===== src/core/dtdsp_consts.vh =====
/*
 Register offsets, field positions and reset values for the converter
 test, decode, serial-port strength and lane receiver power register bank.
 Assumes inclusion by bare name from the bank module.
*/
`ifndef DTDSP_CONSTS_VH
`define DTDSP_CONSTS_VH

`define DTDSP_ADDR_W            12
`define DTDSP_DATA_W            8

`define DTDSP_OFF_DC_LOW        12'h14f
`define DTDSP_OFF_DIGITAL_TEST_CONTROL      12'h150
`define DTDSP_OFF_DEC_CTRL      12'h151
`define DTDSP_OFF_SCHEME        12'h152
`define DTDSP_OFF_STRENGTH      12'h1df
`define DTDSP_OFF_LANE_RECEIVER_MASTER_POWERDOWN     12'h200
`define DTDSP_OFF_LANE_PD       12'h201
`define DTDSP_OFF_MISC_PD       12'h203
`define DTDSP_OFF_CDR_RST       12'h206

`define DTDSP_RST_DC_LOW        8'h00
`define DTDSP_RST_DIGITAL_TEST_CONTROL      2'h0
`define DTDSP_RST_DEC_CTRL      8'h00
`define DTDSP_RST_SCHEME        2'h0
`define DTDSP_RST_STRENGTH      4'hf
`define DTDSP_RST_LANE_RECEIVER_MASTER_POWERDOWN     1'h1
`define DTDSP_RST_LANE_PD       8'h00
`define DTDSP_RST_MISC_PD       2'h0
`define DTDSP_RST_CDR_RST       1'h1

`define DTDSP_BIT_TEST_EN       1
`define DTDSP_BIT_SHUFFLE       2
`define DTDSP_BIT_SYNC_PD       1
`define DTDSP_BIT_LANE_RECEIVER_MASTER_POWERDOWN     0
`define DTDSP_BIT_CDR_RUN       0
`define DTDSP_SCHEME_W          2
`define DTDSP_STRENGTH_W        4
`define DTDSP_MISC_W            2
`define DTDSP_TEST_W            2

`define DTDSP_SCHEME_NRZ        2'h0
`define DTDSP_SCHEME_MIX        2'h1
`define DTDSP_SCHEME_RZ         2'h2

`endif


===== src/core/dtdsp_reg_bank.v =====
/*
 Byte-wide configuration register bank: constant test value and enable,
 MSB shuffle, switching scheme, serial-port output slew and drive, lane
 receiver power-downs and recovery logic reset control.
 Assumes a serial-port front end on sys_clk_i delivering one-cycle write
 and read strobes with an address and byte; reads answer next cycle.
*/
`timescale 1ns/100ps
`include "dtdsp_consts.vh"

module dtdsp_reg_bank #(
	parameter ELEVEN_BIT_VARIANT = 0
) (
	// Clock, reset, enable
	input  wire                      sys_clk_i,
	input  wire                      sys_rst_i,
	input  wire                      clk_en_i,
	// Register access from serial port
	input  wire [`DTDSP_ADDR_W-1:0]  reg_addr_i,
	input  wire                      reg_wr_i,
	input  wire [`DTDSP_DATA_W-1:0]  reg_wdata_i,
	input  wire                      reg_rd_i,
	output reg  [`DTDSP_DATA_W-1:0]  reg_rdata_o,
	output reg                       reg_rvalid_o,
	// Converter controls
	output reg  [`DTDSP_DATA_W-1:0]  const_test_value_low_o,
	output reg                       const_test_enable_o,
	output reg                       msb_shuffle_o,
	output reg  [1:0]                switching_scheme_o,
	output reg                       scheme_reserved_o,
	// Serial-port pad strength
	output reg  [3:0]                port_output_slew_drive_o,
	// Lane receiver power and reset
	output reg                       lane_rx_global_powerdown_o,
	output reg  [7:0]                lane_rx_individual_powerdown_o,
	output reg                       sync_request_buffer_powerdown_o,
	output reg                       recovery_logic_run_o
);

	reg [`DTDSP_DATA_W-1:0]    dc_low_q;
	reg [`DTDSP_TEST_W-1:0]    digital_test_control_q;
	reg [`DTDSP_DATA_W-1:0]    dec_ctrl_q;
	reg [`DTDSP_SCHEME_W-1:0]  scheme_q;
	reg [`DTDSP_STRENGTH_W-1:0] strength_q;
	reg                        lane_receiver_master_powerdown_q;
	reg [`DTDSP_DATA_W-1:0]    lane_pd_q;
	reg [`DTDSP_MISC_W-1:0]    misc_pd_q;
	reg                        cdr_run_q;
	reg [`DTDSP_DATA_W-1:0]    rdata_d;

	// Writes store each register's stored width; bits above a narrow register's width never latch, full-byte registers keep all eight bits
	always @(posedge sys_clk_i) begin
		if (sys_rst_i) begin
			dc_low_q    <= `DTDSP_RST_DC_LOW;
			digital_test_control_q  <= `DTDSP_RST_DIGITAL_TEST_CONTROL;
			dec_ctrl_q  <= `DTDSP_RST_DEC_CTRL;
			scheme_q    <= `DTDSP_RST_SCHEME;
			strength_q  <= `DTDSP_RST_STRENGTH;
			lane_receiver_master_powerdown_q <= `DTDSP_RST_LANE_RECEIVER_MASTER_POWERDOWN;
			lane_pd_q   <= `DTDSP_RST_LANE_PD;
			misc_pd_q   <= `DTDSP_RST_MISC_PD;
			cdr_run_q   <= `DTDSP_RST_CDR_RST;
		end else if (clk_en_i && reg_wr_i) begin
			case (reg_addr_i)
			`DTDSP_OFF_DC_LOW:    dc_low_q <= reg_wdata_i;
			`DTDSP_OFF_DIGITAL_TEST_CONTROL:  digital_test_control_q <= reg_wdata_i[`DTDSP_TEST_W-1:0];
			`DTDSP_OFF_DEC_CTRL:  dec_ctrl_q <= reg_wdata_i;
			`DTDSP_OFF_SCHEME:    scheme_q <= reg_wdata_i[`DTDSP_SCHEME_W-1:0];
			`DTDSP_OFF_STRENGTH:  strength_q <= reg_wdata_i[`DTDSP_STRENGTH_W-1:0];
			`DTDSP_OFF_LANE_RECEIVER_MASTER_POWERDOWN: lane_receiver_master_powerdown_q <= reg_wdata_i[`DTDSP_BIT_LANE_RECEIVER_MASTER_POWERDOWN];
			`DTDSP_OFF_LANE_PD:   lane_pd_q <= reg_wdata_i;
			`DTDSP_OFF_MISC_PD:   misc_pd_q <= reg_wdata_i[`DTDSP_MISC_W-1:0];
			`DTDSP_OFF_CDR_RST:   cdr_run_q <= reg_wdata_i[`DTDSP_BIT_CDR_RUN];
			default: ;
			endcase
		end
	end

	// Read mux; upper reserved read-only bits return zero
	always @* begin
		rdata_d = {`DTDSP_DATA_W{1'b0}};
		case (reg_addr_i)
		`DTDSP_OFF_DC_LOW:    rdata_d = dc_low_q;
		`DTDSP_OFF_DIGITAL_TEST_CONTROL:  rdata_d[`DTDSP_TEST_W-1:0] = digital_test_control_q;
		`DTDSP_OFF_DEC_CTRL:  rdata_d = dec_ctrl_q;
		`DTDSP_OFF_SCHEME:    rdata_d[`DTDSP_SCHEME_W-1:0] = scheme_q;
		`DTDSP_OFF_STRENGTH:  rdata_d[`DTDSP_STRENGTH_W-1:0] = strength_q;
		`DTDSP_OFF_LANE_RECEIVER_MASTER_POWERDOWN: rdata_d[`DTDSP_BIT_LANE_RECEIVER_MASTER_POWERDOWN] = lane_receiver_master_powerdown_q;
		`DTDSP_OFF_LANE_PD:   rdata_d = lane_pd_q;
		`DTDSP_OFF_MISC_PD:   rdata_d[`DTDSP_MISC_W-1:0] = misc_pd_q;
		`DTDSP_OFF_CDR_RST:   rdata_d[`DTDSP_BIT_CDR_RUN] = cdr_run_q;
		default:              rdata_d = {`DTDSP_DATA_W{1'b0}};
		endcase
	end

	always @(posedge sys_clk_i) begin
		if (sys_rst_i) begin
			reg_rdata_o  <= {`DTDSP_DATA_W{1'b0}};
			reg_rvalid_o <= 1'b0;
		end else if (clk_en_i) begin
			reg_rvalid_o <= reg_rd_i;
			if (reg_rd_i) begin
				reg_rdata_o <= rdata_d;
			end
		end
	end

	// Control outputs registered one cycle behind the bank
	always @(posedge sys_clk_i) begin
		if (sys_rst_i) begin
			const_test_value_low_o          <= `DTDSP_RST_DC_LOW;
			const_test_enable_o             <= 1'b0;
			msb_shuffle_o                   <= 1'b0;
			switching_scheme_o              <= `DTDSP_SCHEME_NRZ;
			scheme_reserved_o               <= 1'b0;
			port_output_slew_drive_o        <= `DTDSP_RST_STRENGTH;
			lane_rx_global_powerdown_o      <= `DTDSP_RST_LANE_RECEIVER_MASTER_POWERDOWN;
			lane_rx_individual_powerdown_o  <= `DTDSP_RST_LANE_PD;
			sync_request_buffer_powerdown_o <= 1'b0;
			recovery_logic_run_o            <= `DTDSP_RST_CDR_RST;
		end else if (clk_en_i) begin
			// Variant without test mode keeps value and enable inert
			if (ELEVEN_BIT_VARIANT != 0) begin
				const_test_value_low_o <= `DTDSP_RST_DC_LOW;
				const_test_enable_o    <= 1'b0;
			end else begin
				const_test_value_low_o <= dc_low_q;
				const_test_enable_o    <= digital_test_control_q[`DTDSP_BIT_TEST_EN];
			end
			msb_shuffle_o <= dec_ctrl_q[`DTDSP_BIT_SHUFFLE];
			// Reserved code falls back to NRZ and is flagged
			if (scheme_q == `DTDSP_SCHEME_MIX || scheme_q == `DTDSP_SCHEME_RZ) begin
				switching_scheme_o <= scheme_q;
				scheme_reserved_o  <= 1'b0;
			end else begin
				switching_scheme_o <= `DTDSP_SCHEME_NRZ;
				scheme_reserved_o  <= (scheme_q != `DTDSP_SCHEME_NRZ);
			end
			port_output_slew_drive_o        <= strength_q;
			lane_rx_global_powerdown_o      <= lane_receiver_master_powerdown_q;
			lane_rx_individual_powerdown_o  <= lane_pd_q;
			sync_request_buffer_powerdown_o <= misc_pd_q[`DTDSP_BIT_SYNC_PD];
			recovery_logic_run_o            <= cdr_run_q;
		end
	end

endmodule


===== config.mk =====
export PLATFORM = sky130hd
export DESIGN_NAME = dtdsp_reg_bank
export DESIGN_NICKNAME = d
export VERILOG_FILES = /design/src/core/dtdsp_reg_bank.v
export VERILOG_INCLUDE_DIRS = /design/src /design/src/core
export SDC_FILE = /design/constraint.sdc
export NUM_CORES = 1
export LEC_CHECK = 0
export BUFFER_PORTS_ARGS = -buffer_cell sky130_fd_sc_hd__buf_2
export CAP_MARGIN = 20
export CORE_AREA = 2 2 87 89
export DETAILED_ROUTE_END_ITERATION = 8
export DIE_AREA = 0 0 89 91
export PLACE_DENSITY = 0.76
export SYNTH_ARGS = -nofsm -noshare
export SYNTH_HDL_FRONTEND = slang
export SYNTH_SLANG_ARGS = --single-unit

===== constraint.sdc =====
create_clock -name sys_clk_i -period 3.7 [get_ports sys_clk_i]
set_input_delay 0.37 -clock sys_clk_i [delete_from_list [all_inputs] [get_ports sys_clk_i]]
set_output_delay 0.37 -clock sys_clk_i [all_outputs]
set_load 0.02 [all_outputs]

; ---- Word-level counts from Yosys, hierarchy flattened
; Cells that the tools add are included.
[word_totals]
inputBits = 25
word_cells = 51
ff_bits = 73
out_inout_bits = 37
[op_classes]
n_eq_ne = 11
mux = 6
n_reduce_logical = 13
[op_table]
columns = operator, n
row1 = $eq A12 B9 Y1 const B, 5
row2 = $eq A12 B10 Y1 const B, 4
row3 = $reduce_and A2 Y1, 10
row4 = $pmux W4 S3, 1
row5 = $pmux W1 S9, 1
row6 = $pmux W2 S4, 1
row7 = $pmux W1 S7, 1
row8 = $eq A2 B1 Y1 const B, 1
row9 = $eq A2 B2 Y1 const B, 1
row10 = $mux W2, 1
row11 = $reduce_bool A2 Y1, 1
row12 = $logic_and A1 B1 Y1, 1
row13 = $logic_or A1 B1 Y1, 1
row14 = $mux W1, 1

; ---- Longest topological paths before layout
; Gate-level depths: netlist of the first run.
[depth]
ltp_word = 3
depth_mapped = 7
depth_no_buf = 5

; ---- Worst setup path before layout of the first run
; OpenSTA, ideal clock, no wires.
[synth_timing]
kind = input to register
from = in reg_addr_i[2]
to = reg lane_pd_q[3]
path_buffers = 2
arrival_time_ns = 1.803
path_stages = 7
setup_ns = 0.132
slack_ns = 1.765
cell_sequence = buf_2 or4b_4 nor3_4 buf_4 nand2_2 nand2_1 a21oi_1
[synth_between]
elab_chain_len = 2
[synth_lines]
columns = element, line_no
row1 = "start, declared", dtdsp_reg_bank.v:19  ; input wire [`DTDSP_ADDR_W-1:0] reg_addr_i,
row2 = $eq A12 B10 Y1, dtdsp_reg_bank.v:64  ; case (reg_addr_i)
row3 = $reduce_and A2 Y1 (no source line), n/a
row4 = "end signal, assigned", dtdsp_reg_bank.v:60  ; lane_pd_q <= `DTDSP_RST_LANE_PD;
row5 = "end signal, assigned", dtdsp_reg_bank.v:71  ; `DTDSP_OFF_LANE_PD: lane_pd_q <= reg_wdata_i;
row6 = "end, declared", dtdsp_reg_bank.v:46  ; reg [`DTDSP_DATA_W-1:0] lane_pd_q;
; No other way between the ends.
; A chain may end at the register's enable or synchronous reset.

; ---- Worst setup path in the final report of the first run
[layout_timing]
from = in reg_addr_i[5]
to = reg reg_rdata_o[6]
[layout_between]
elab_chain_len = 2
elab_cells_between_ends = 4
cone_classes = 3 x eq/ne / 1 x mux
[layout_lines]
columns = element, line_no
row1 = $eq A12 B10 Y1 / $eq A12 B9 Y1 (equally long branches), dtdsp_reg_bank.v:82  ; case (reg_addr_i)
row2 = $pmux W4 S3 (*), dtdsp_reg_bank.v:82
row3 = "end signal, assigned", dtdsp_reg_bank.v:98  ; reg_rdata_o <= {`DTDSP_DATA_W{1'b0}};
row4 = "end signal, assigned", dtdsp_reg_bank.v:103  ; reg_rdata_o <= rdata_d;
row5 = "end, declared", dtdsp_reg_bank.v:23  ; output reg [`DTDSP_DATA_W-1:0] reg_rdata_o,
; Every way passes the cells marked *; elsewhere a longest branch is shown, timed or not.

==> flow_summary.ini, run 1 <==
[sta]
worstMarginPinSlew_ps = 717
fin_crit_sh_pct = 55.4
max_slew_margin_pct = 52.0
setup_tns_ps = 0
rsz0062_at_grt = no
finalHoldViolCount = 0
fmax_ghz = 0.488
slew_viol_final = 0
setup_violations = 0
skew_ps = 4.00
period_needed_ps = 2050

[place]
gp_congestion = 0.837
place_hpwl_um = 5200
portBuffers = 61
dp_cells = 487

[setup_path]
timing.rr.start = strength_q[3]
path_class = input port to flip-flop
critPathMaxFanout = 17
crit_path_cell_trace = buf_2 -> or4b_2 -> nor3_4 -> a21oi_2 -> nor3_2 -> a22o_1
startpoint_type = input port
worstReg2RegEnd = reg_rdata_o[3]
critPathArrivalTime_ps = 2330
endpoint_kind = flip-flop
max_stage_delay_ps = 720
cpMaxStageDelayCell = or4b_2
reg2reg_slack_ps = 2410
cpLargestDelayFamily = simple AND/OR/NAND/NOR gates
required_ps = 3980
ff2ff_path_depth = 4
path_buf_inv = 1

[clock_tree]
cts_sinks = 73
clk_pin_slew_ps = 70
clockRootBuffer = clkbuf_8
insertion_delay_ps = 340
cts_made_buffers = 9
cts_tree = done
clk_path_buf_depth = 2
ctsHoldBuffers = 0
postCtsSetupBuffers = 0
h-tree-depth = 3
cts_resized = 0

[global_routing]
grt_pass1_vias = 2435
antenna_found_initial = 0
overflow = 0
grt_max_degree = 58
grt_pass1_wl_um = 12000
grt_usage_pct = 18.7

[floorplanning]
fp.dieArea_sq_um = 8100
fp.dieH_um = 91
die_width_um = 89
ios = 62
std_cell_rows = 31
core_area_sq_um = 7140
initial_core_util_pct = 43.4

[synth]
ys_types = 44
synth.net_count = 372
synth_warnings = 0
yosysTopAreaCell = dfxtp_1
synthCells = 347
synth_area_leaders = dfxtp_1, mux2i_1, a21oi_1
synth_area_sq_um = 3100
yosysSeqAreaShare_pct = 47.1
synth.top_cell.area_share_pct = 47.1
ys_ff_latch = 73
synth.avg_cell_area_sq_um = 8.94

[routing]
firstDrtPassIters = 4
ant_nets = 0
drt_iter0_markers = 164
routedWlPerCell_um = 14.5
drcViolationCount = 0
wl_um = 7270
via_per_inst = 5.30
vias = 2660

[pwr]
p_comb_share_pct = 6.9
p_clk_share_pct = 37.5
irDropWorstVdd_mv = 0.171
swShare_pct = 24.3
pwr-share-seq_pct = 55.5
power_density_nw_per_um2 = 393
leakage_nw = 1.53
power.internal_mw = 1.08
power_switching_mw = 0.346

[final_layout]
diodes = 0
layout.nets = 424
drive_gt1_share_pct = 22.6
syn_to_final_growth_pct = 16.9
fin_cells = 502

[hold_path]
hold_start = reg_wdata_i[6]
worst_hold_path_type = input port to flip-flop
hold_depth = 3
min_to = dc_low_q[6]

[status]
run_status = finished, final reports clean

[run]
drv_cap = 0
-- tightest hold or removal path, stage by stage --
cell and delay (ps):
buf_2 120, nand2_1 50, a21oi_1 50
-- state kept, by name, summed over array words and instances, names as in the netlist, 2 cells and up --
| register | count |
|---|---|
| digital_test_control_q | 2 |
| strength_q | 4 |
| dc_low_q | 8 |
| scheme_q | 2 |
| const_test_value_low_o | 8 |
| lane_pd_q | 8 |
| switching_scheme_o | 2 |
| port_output_slew_drive_o | 4 |
| reg_rdata_o | 8 |
| lane_rx_individual_powerdown_o | 8 |
| dec_ctrl_q | 8 |
| misc_pd_q | 2 |
-- per-layer routing --
metal	routed length, um	vias up	GRT usage, %
met2	3310	90	27.2
li1	-	1331	-
met4	96	0	5.60
met1	3440	1230	26.8
met3	435	9	5.18
met5	0	-	0
-- power by group through the flow --
stage	clock network [mW]	registers, mW	logic (mW)
after global routing	0.584	0.792	0.107
after CTS	0.547	0.792	0.0988
after detailed placement	0	0.810	0.0987
final	0.535	0.792	0.0987
after floorplan	0	0.815	0.0578
after global placement	0	0.810	0.0974
-- cell type report --
class	count	area, sq um
flip-flops and latches	73	1460
multi-input cells	244	1510
clock inverters	3	17.5
inverters	5	18.8
fillers	700	3510
repair buffers	66	343
clock buffers	12	145
well taps	99	124
-- through the flow --
stage	total power [mW]	cell area (sq um)	hold WS [ps]	setup slack, ps	util, %
2_1_floorplan	0.873	3100	436	1760	-
3_3_place_gp	0.907	3460	442	1380	48.5
3_5_place_dp	0.909	3460	453	1310	48.5
4_1_cts	1.44	3620	294	1660	50.8
5_1_grt	1.48	3620	301	1510	50.8
6_report	1.43	3620	307	1650	50.8
-- logic make-up after synthesis --
group | count (synthesis) | share of synthesized area (%)
AND/OR/NAND/NOR | 144 | 23.6
buffers and inverters | 30 | 4.04
multiplexers | 30 | 9.73
AO/OA/AOI/OAI | 70 | 15.5
flip-flops | 73 | 47.1
-- layout by cell type, fill, tap and decap left out, types with 3 or more instances in the layout --
cell	netlist	layout
dfxtp_1	73	73
buf_2	7	61
nand2_1	42	42
nor2_1	35	35
a21oi_1	32	32
mux2i_1	29	29
nand3_1	24	24
a211o_1	10	10
clkbuf_8	0	10
a22o_1	9	9
nor2b_1	8	8
a22oi_1	6	6
nand2b_1	6	6
inv_1	5	5
buf_4	1	5
nand3b_1	4	4
nand4_1	4	4
nor3_1	3	3
and3_1	3	3
-- Yosys cell counts (all sizes together) --
cell type,count
clkbuf,15
or4b,4
and3,3
a211oi,3
nand4bb,1
inv,5
nor4,1
a211o,10
a22oi,6
nor2,35
a32o,1
nor3,6
nand2,43
nand3,25
o2bb2ai,1
nand3b,4
a2bb2oi,1
a22o,9
a222oi,1
o21ai,2
buf,10
nand2b,6
dfxtp,73
mux2i,29
a41oi,1
nand4b,1
a221oi,1
mux2,1
o21bai,1
a21oi,33
nor2b,8
nand4,4
or4,1
and2,2
-- worst max-delay path by stage --
stage / startpoint / to / slack [ps] / depth (start not counted)
after floorplan: reg_addr_i[2] / lane_pd_q[3] / 1760 / 7
after global placement: reg_addr_i[5] / reg_rdata_o[5] / 1380 / 6
after detailed placement: reg_addr_i[5] / reg_rdata_o[6] / 1310 / 6
after CTS: reg_addr_i[5] / reg_rdata_o[6] / 1660 / 6
after global routing: reg_addr_i[5] / reg_rdata_o[4] / 1510 / 6
final: reg_addr_i[5] / reg_rdata_o[6] / 1650 / 6
Power figures use the tool's default switching activity.
==> run 2: changes to the inputs <==
==> constraint.sdc (replaced) <==
create_clock -name sys_clk_i -period 2 [get_ports sys_clk_i]
set_input_delay 0.2 -clock sys_clk_i [delete_from_list [all_inputs] [get_ports sys_clk_i]]
set_output_delay 0.2 -clock sys_clk_i [all_outputs]
set_load 0.02 [all_outputs]
==> flow_summary.ini, run 2 (synthesis gave the netlist of run 1 again) <==
[setup_path]
path_class = input port to flip-flop
critPathMaxFanout = 5
cpLargestDelayFamily = simple AND/OR/NAND/NOR gates
cp.depth = 6
critPathArrivalTime_ps = 1820
endpoint_kind = flip-flop
crit_path_cell_trace = buf_2 -> or4b_2 -> nor2_1 -> nand4_1 -> mux2i_1 -> nor2_1
cpMaxStageDelayCell = or4b_2
max_stage_delay_ps = 720
startpoint = reg_addr_i[5]
worstReg2RegEnd = reg_rdata_o[0]
timing.rr.start = scheme_q[0]
startpoint_type = input port
required_ps = 2220
reg2reg_slack_ps = 660
path_buf_inv = 1
ff2ff_path_depth = 5
cpMostUsedCell = nor2_1

[global_routing]
overflow = 0
grt_max_degree = 54
grt_pass1_vias = 2509
grt_usage_pct = 19.5
met1_usage_pct = 27.9
antenna_found_initial = 0
grt_pass1_wl_um = 12300
grt_use_met3_pct = 5.00
use_met2_pct = 27.4
top_usage_layer = met1

[floorplanning]
ios = 62
fp.dieArea_sq_um = 8100
std_cell_rows = 31
initial_core_util_pct = 43.4
core_area_sq_um = 7140
fp.dieH_um = 91
die_width_um = 89

[sta]
skew_ps = 8.64
fmax_ghz = 0.626
fin_crit_sh_pct = 79.8
finalHoldViolCount = 0
max_slew_margin_pct = 61.9
setup_violations = 0
slew_viol_final = 0
worstMarginPinSlew_ps = 571
setup_tns_ps = 0
rsz0062_at_grt = no
worst_slack_ps = 403
period_needed_ps = 1600

[routing]
drt_iter0_markers = 262
vias = 2680
via_per_inst = 5.27
drcViolationCount = 0
firstDrtPassIters = 4
wl_um = 7530
routedWlPerCell_um = 14.8
ant_nets = 0

[clock_tree]
h-tree-depth = 3
cts_made_buffers = 9
insertion_delay_ps = 350
cts_resized = 0
ctsHoldBuffers = 0
cts_sinks = 73
clk_path_buf_depth = 2
postCtsSetupBuffers = 0
clockRootBuffer = clkbuf_8
clk_pin_slew_ps = 70
cts_tree = done

[hold_path]
worst_hold_path_type = input port to flip-flop
min_to = dc_low_q[6]
hold_start = reg_wdata_i[6]
hold_depth = 3

[run]
drv_cap = 0

[final_layout]
fillCellCount = 708
syn_to_final_growth_pct = 19.5
fin_util_pct = 51.9
layout.nets = 430
fin_area_sq_um = 3700
diodes = 0
regArea_sq_um = 1460
multi_input_area_sq_um = 1510
final_common_cell = dfxtp_1
drive_gt1_share_pct = 24.1
layout_common_cells = dfxtp_1, buf_2, nand2_1, nor2_1, a21oi_1

[place]
portBuffers = 61
placed_area_sq_um = 3530
gp_congestion = 0.842
pre_cts_ws_ps = 63.7
place_hpwl_um = 5360

[status]
run_status = finished, final reports clean

[pwr]
leakage_nw = 1.58
power_density_nw_per_um2 = 724
irDropWorstVdd_mv = 0.313
## run 2: how the worst max path moves through the flow
stage                               to  slack, ps
after floorplan           lane_pd_q[3]        230
after global placement    misc_pd_q[0]         70
after detailed placement  misc_pd_q[0]         60
after CTS                 misc_pd_q[0]        430
after global routing       dc_low_q[4]        300
final                     misc_pd_q[0]        400
## run 2: report_power, final
group / internal (mW) / switching, mW / total (mW) / leakage [nW]
clock network: 0.480 / 0.542 / 1.02 / 0.0891
logic: 0.0721 / 0.122 / 0.195 / 0.899
registers: 1.46 / 0.00364 / 1.46 / 0.590
## run 2: per-stage QoR
step / total power, mW / hold slack [ps] / cells
finish: 2.68 / 119 / 509
global route: 2.79 / 121 / 509
CTS: 2.70 / 104 / 509
detailed placement: 1.69 / 450 / 493
global placement: 1.69 / 441 / 493
floorplan: 1.62 / 340 / 347
## run 2: tightest hold or removal path: stages
cell and delay [ps]:
buf_2 120, nand2_1 50, a21oi_1 50
## run 2: layout make-up
class                   instances  share of cell area [%]
repair buffers                 72                    11.1
well taps                      99                    3.34
flip-flops and latches         73                    39.5
clock buffers                  11                    3.82
inverters                       5                   0.507
clock inverters                 5                   0.845
multi-input cells             244                    40.9
## run 2: routing by layer
layer / routed length, um / up-vias
met1: 3590 / 1225
met2: 3370 / 95
met4: 103 / 0
met5: 0 / -
met3: 463 / 11
li1: - / 1349
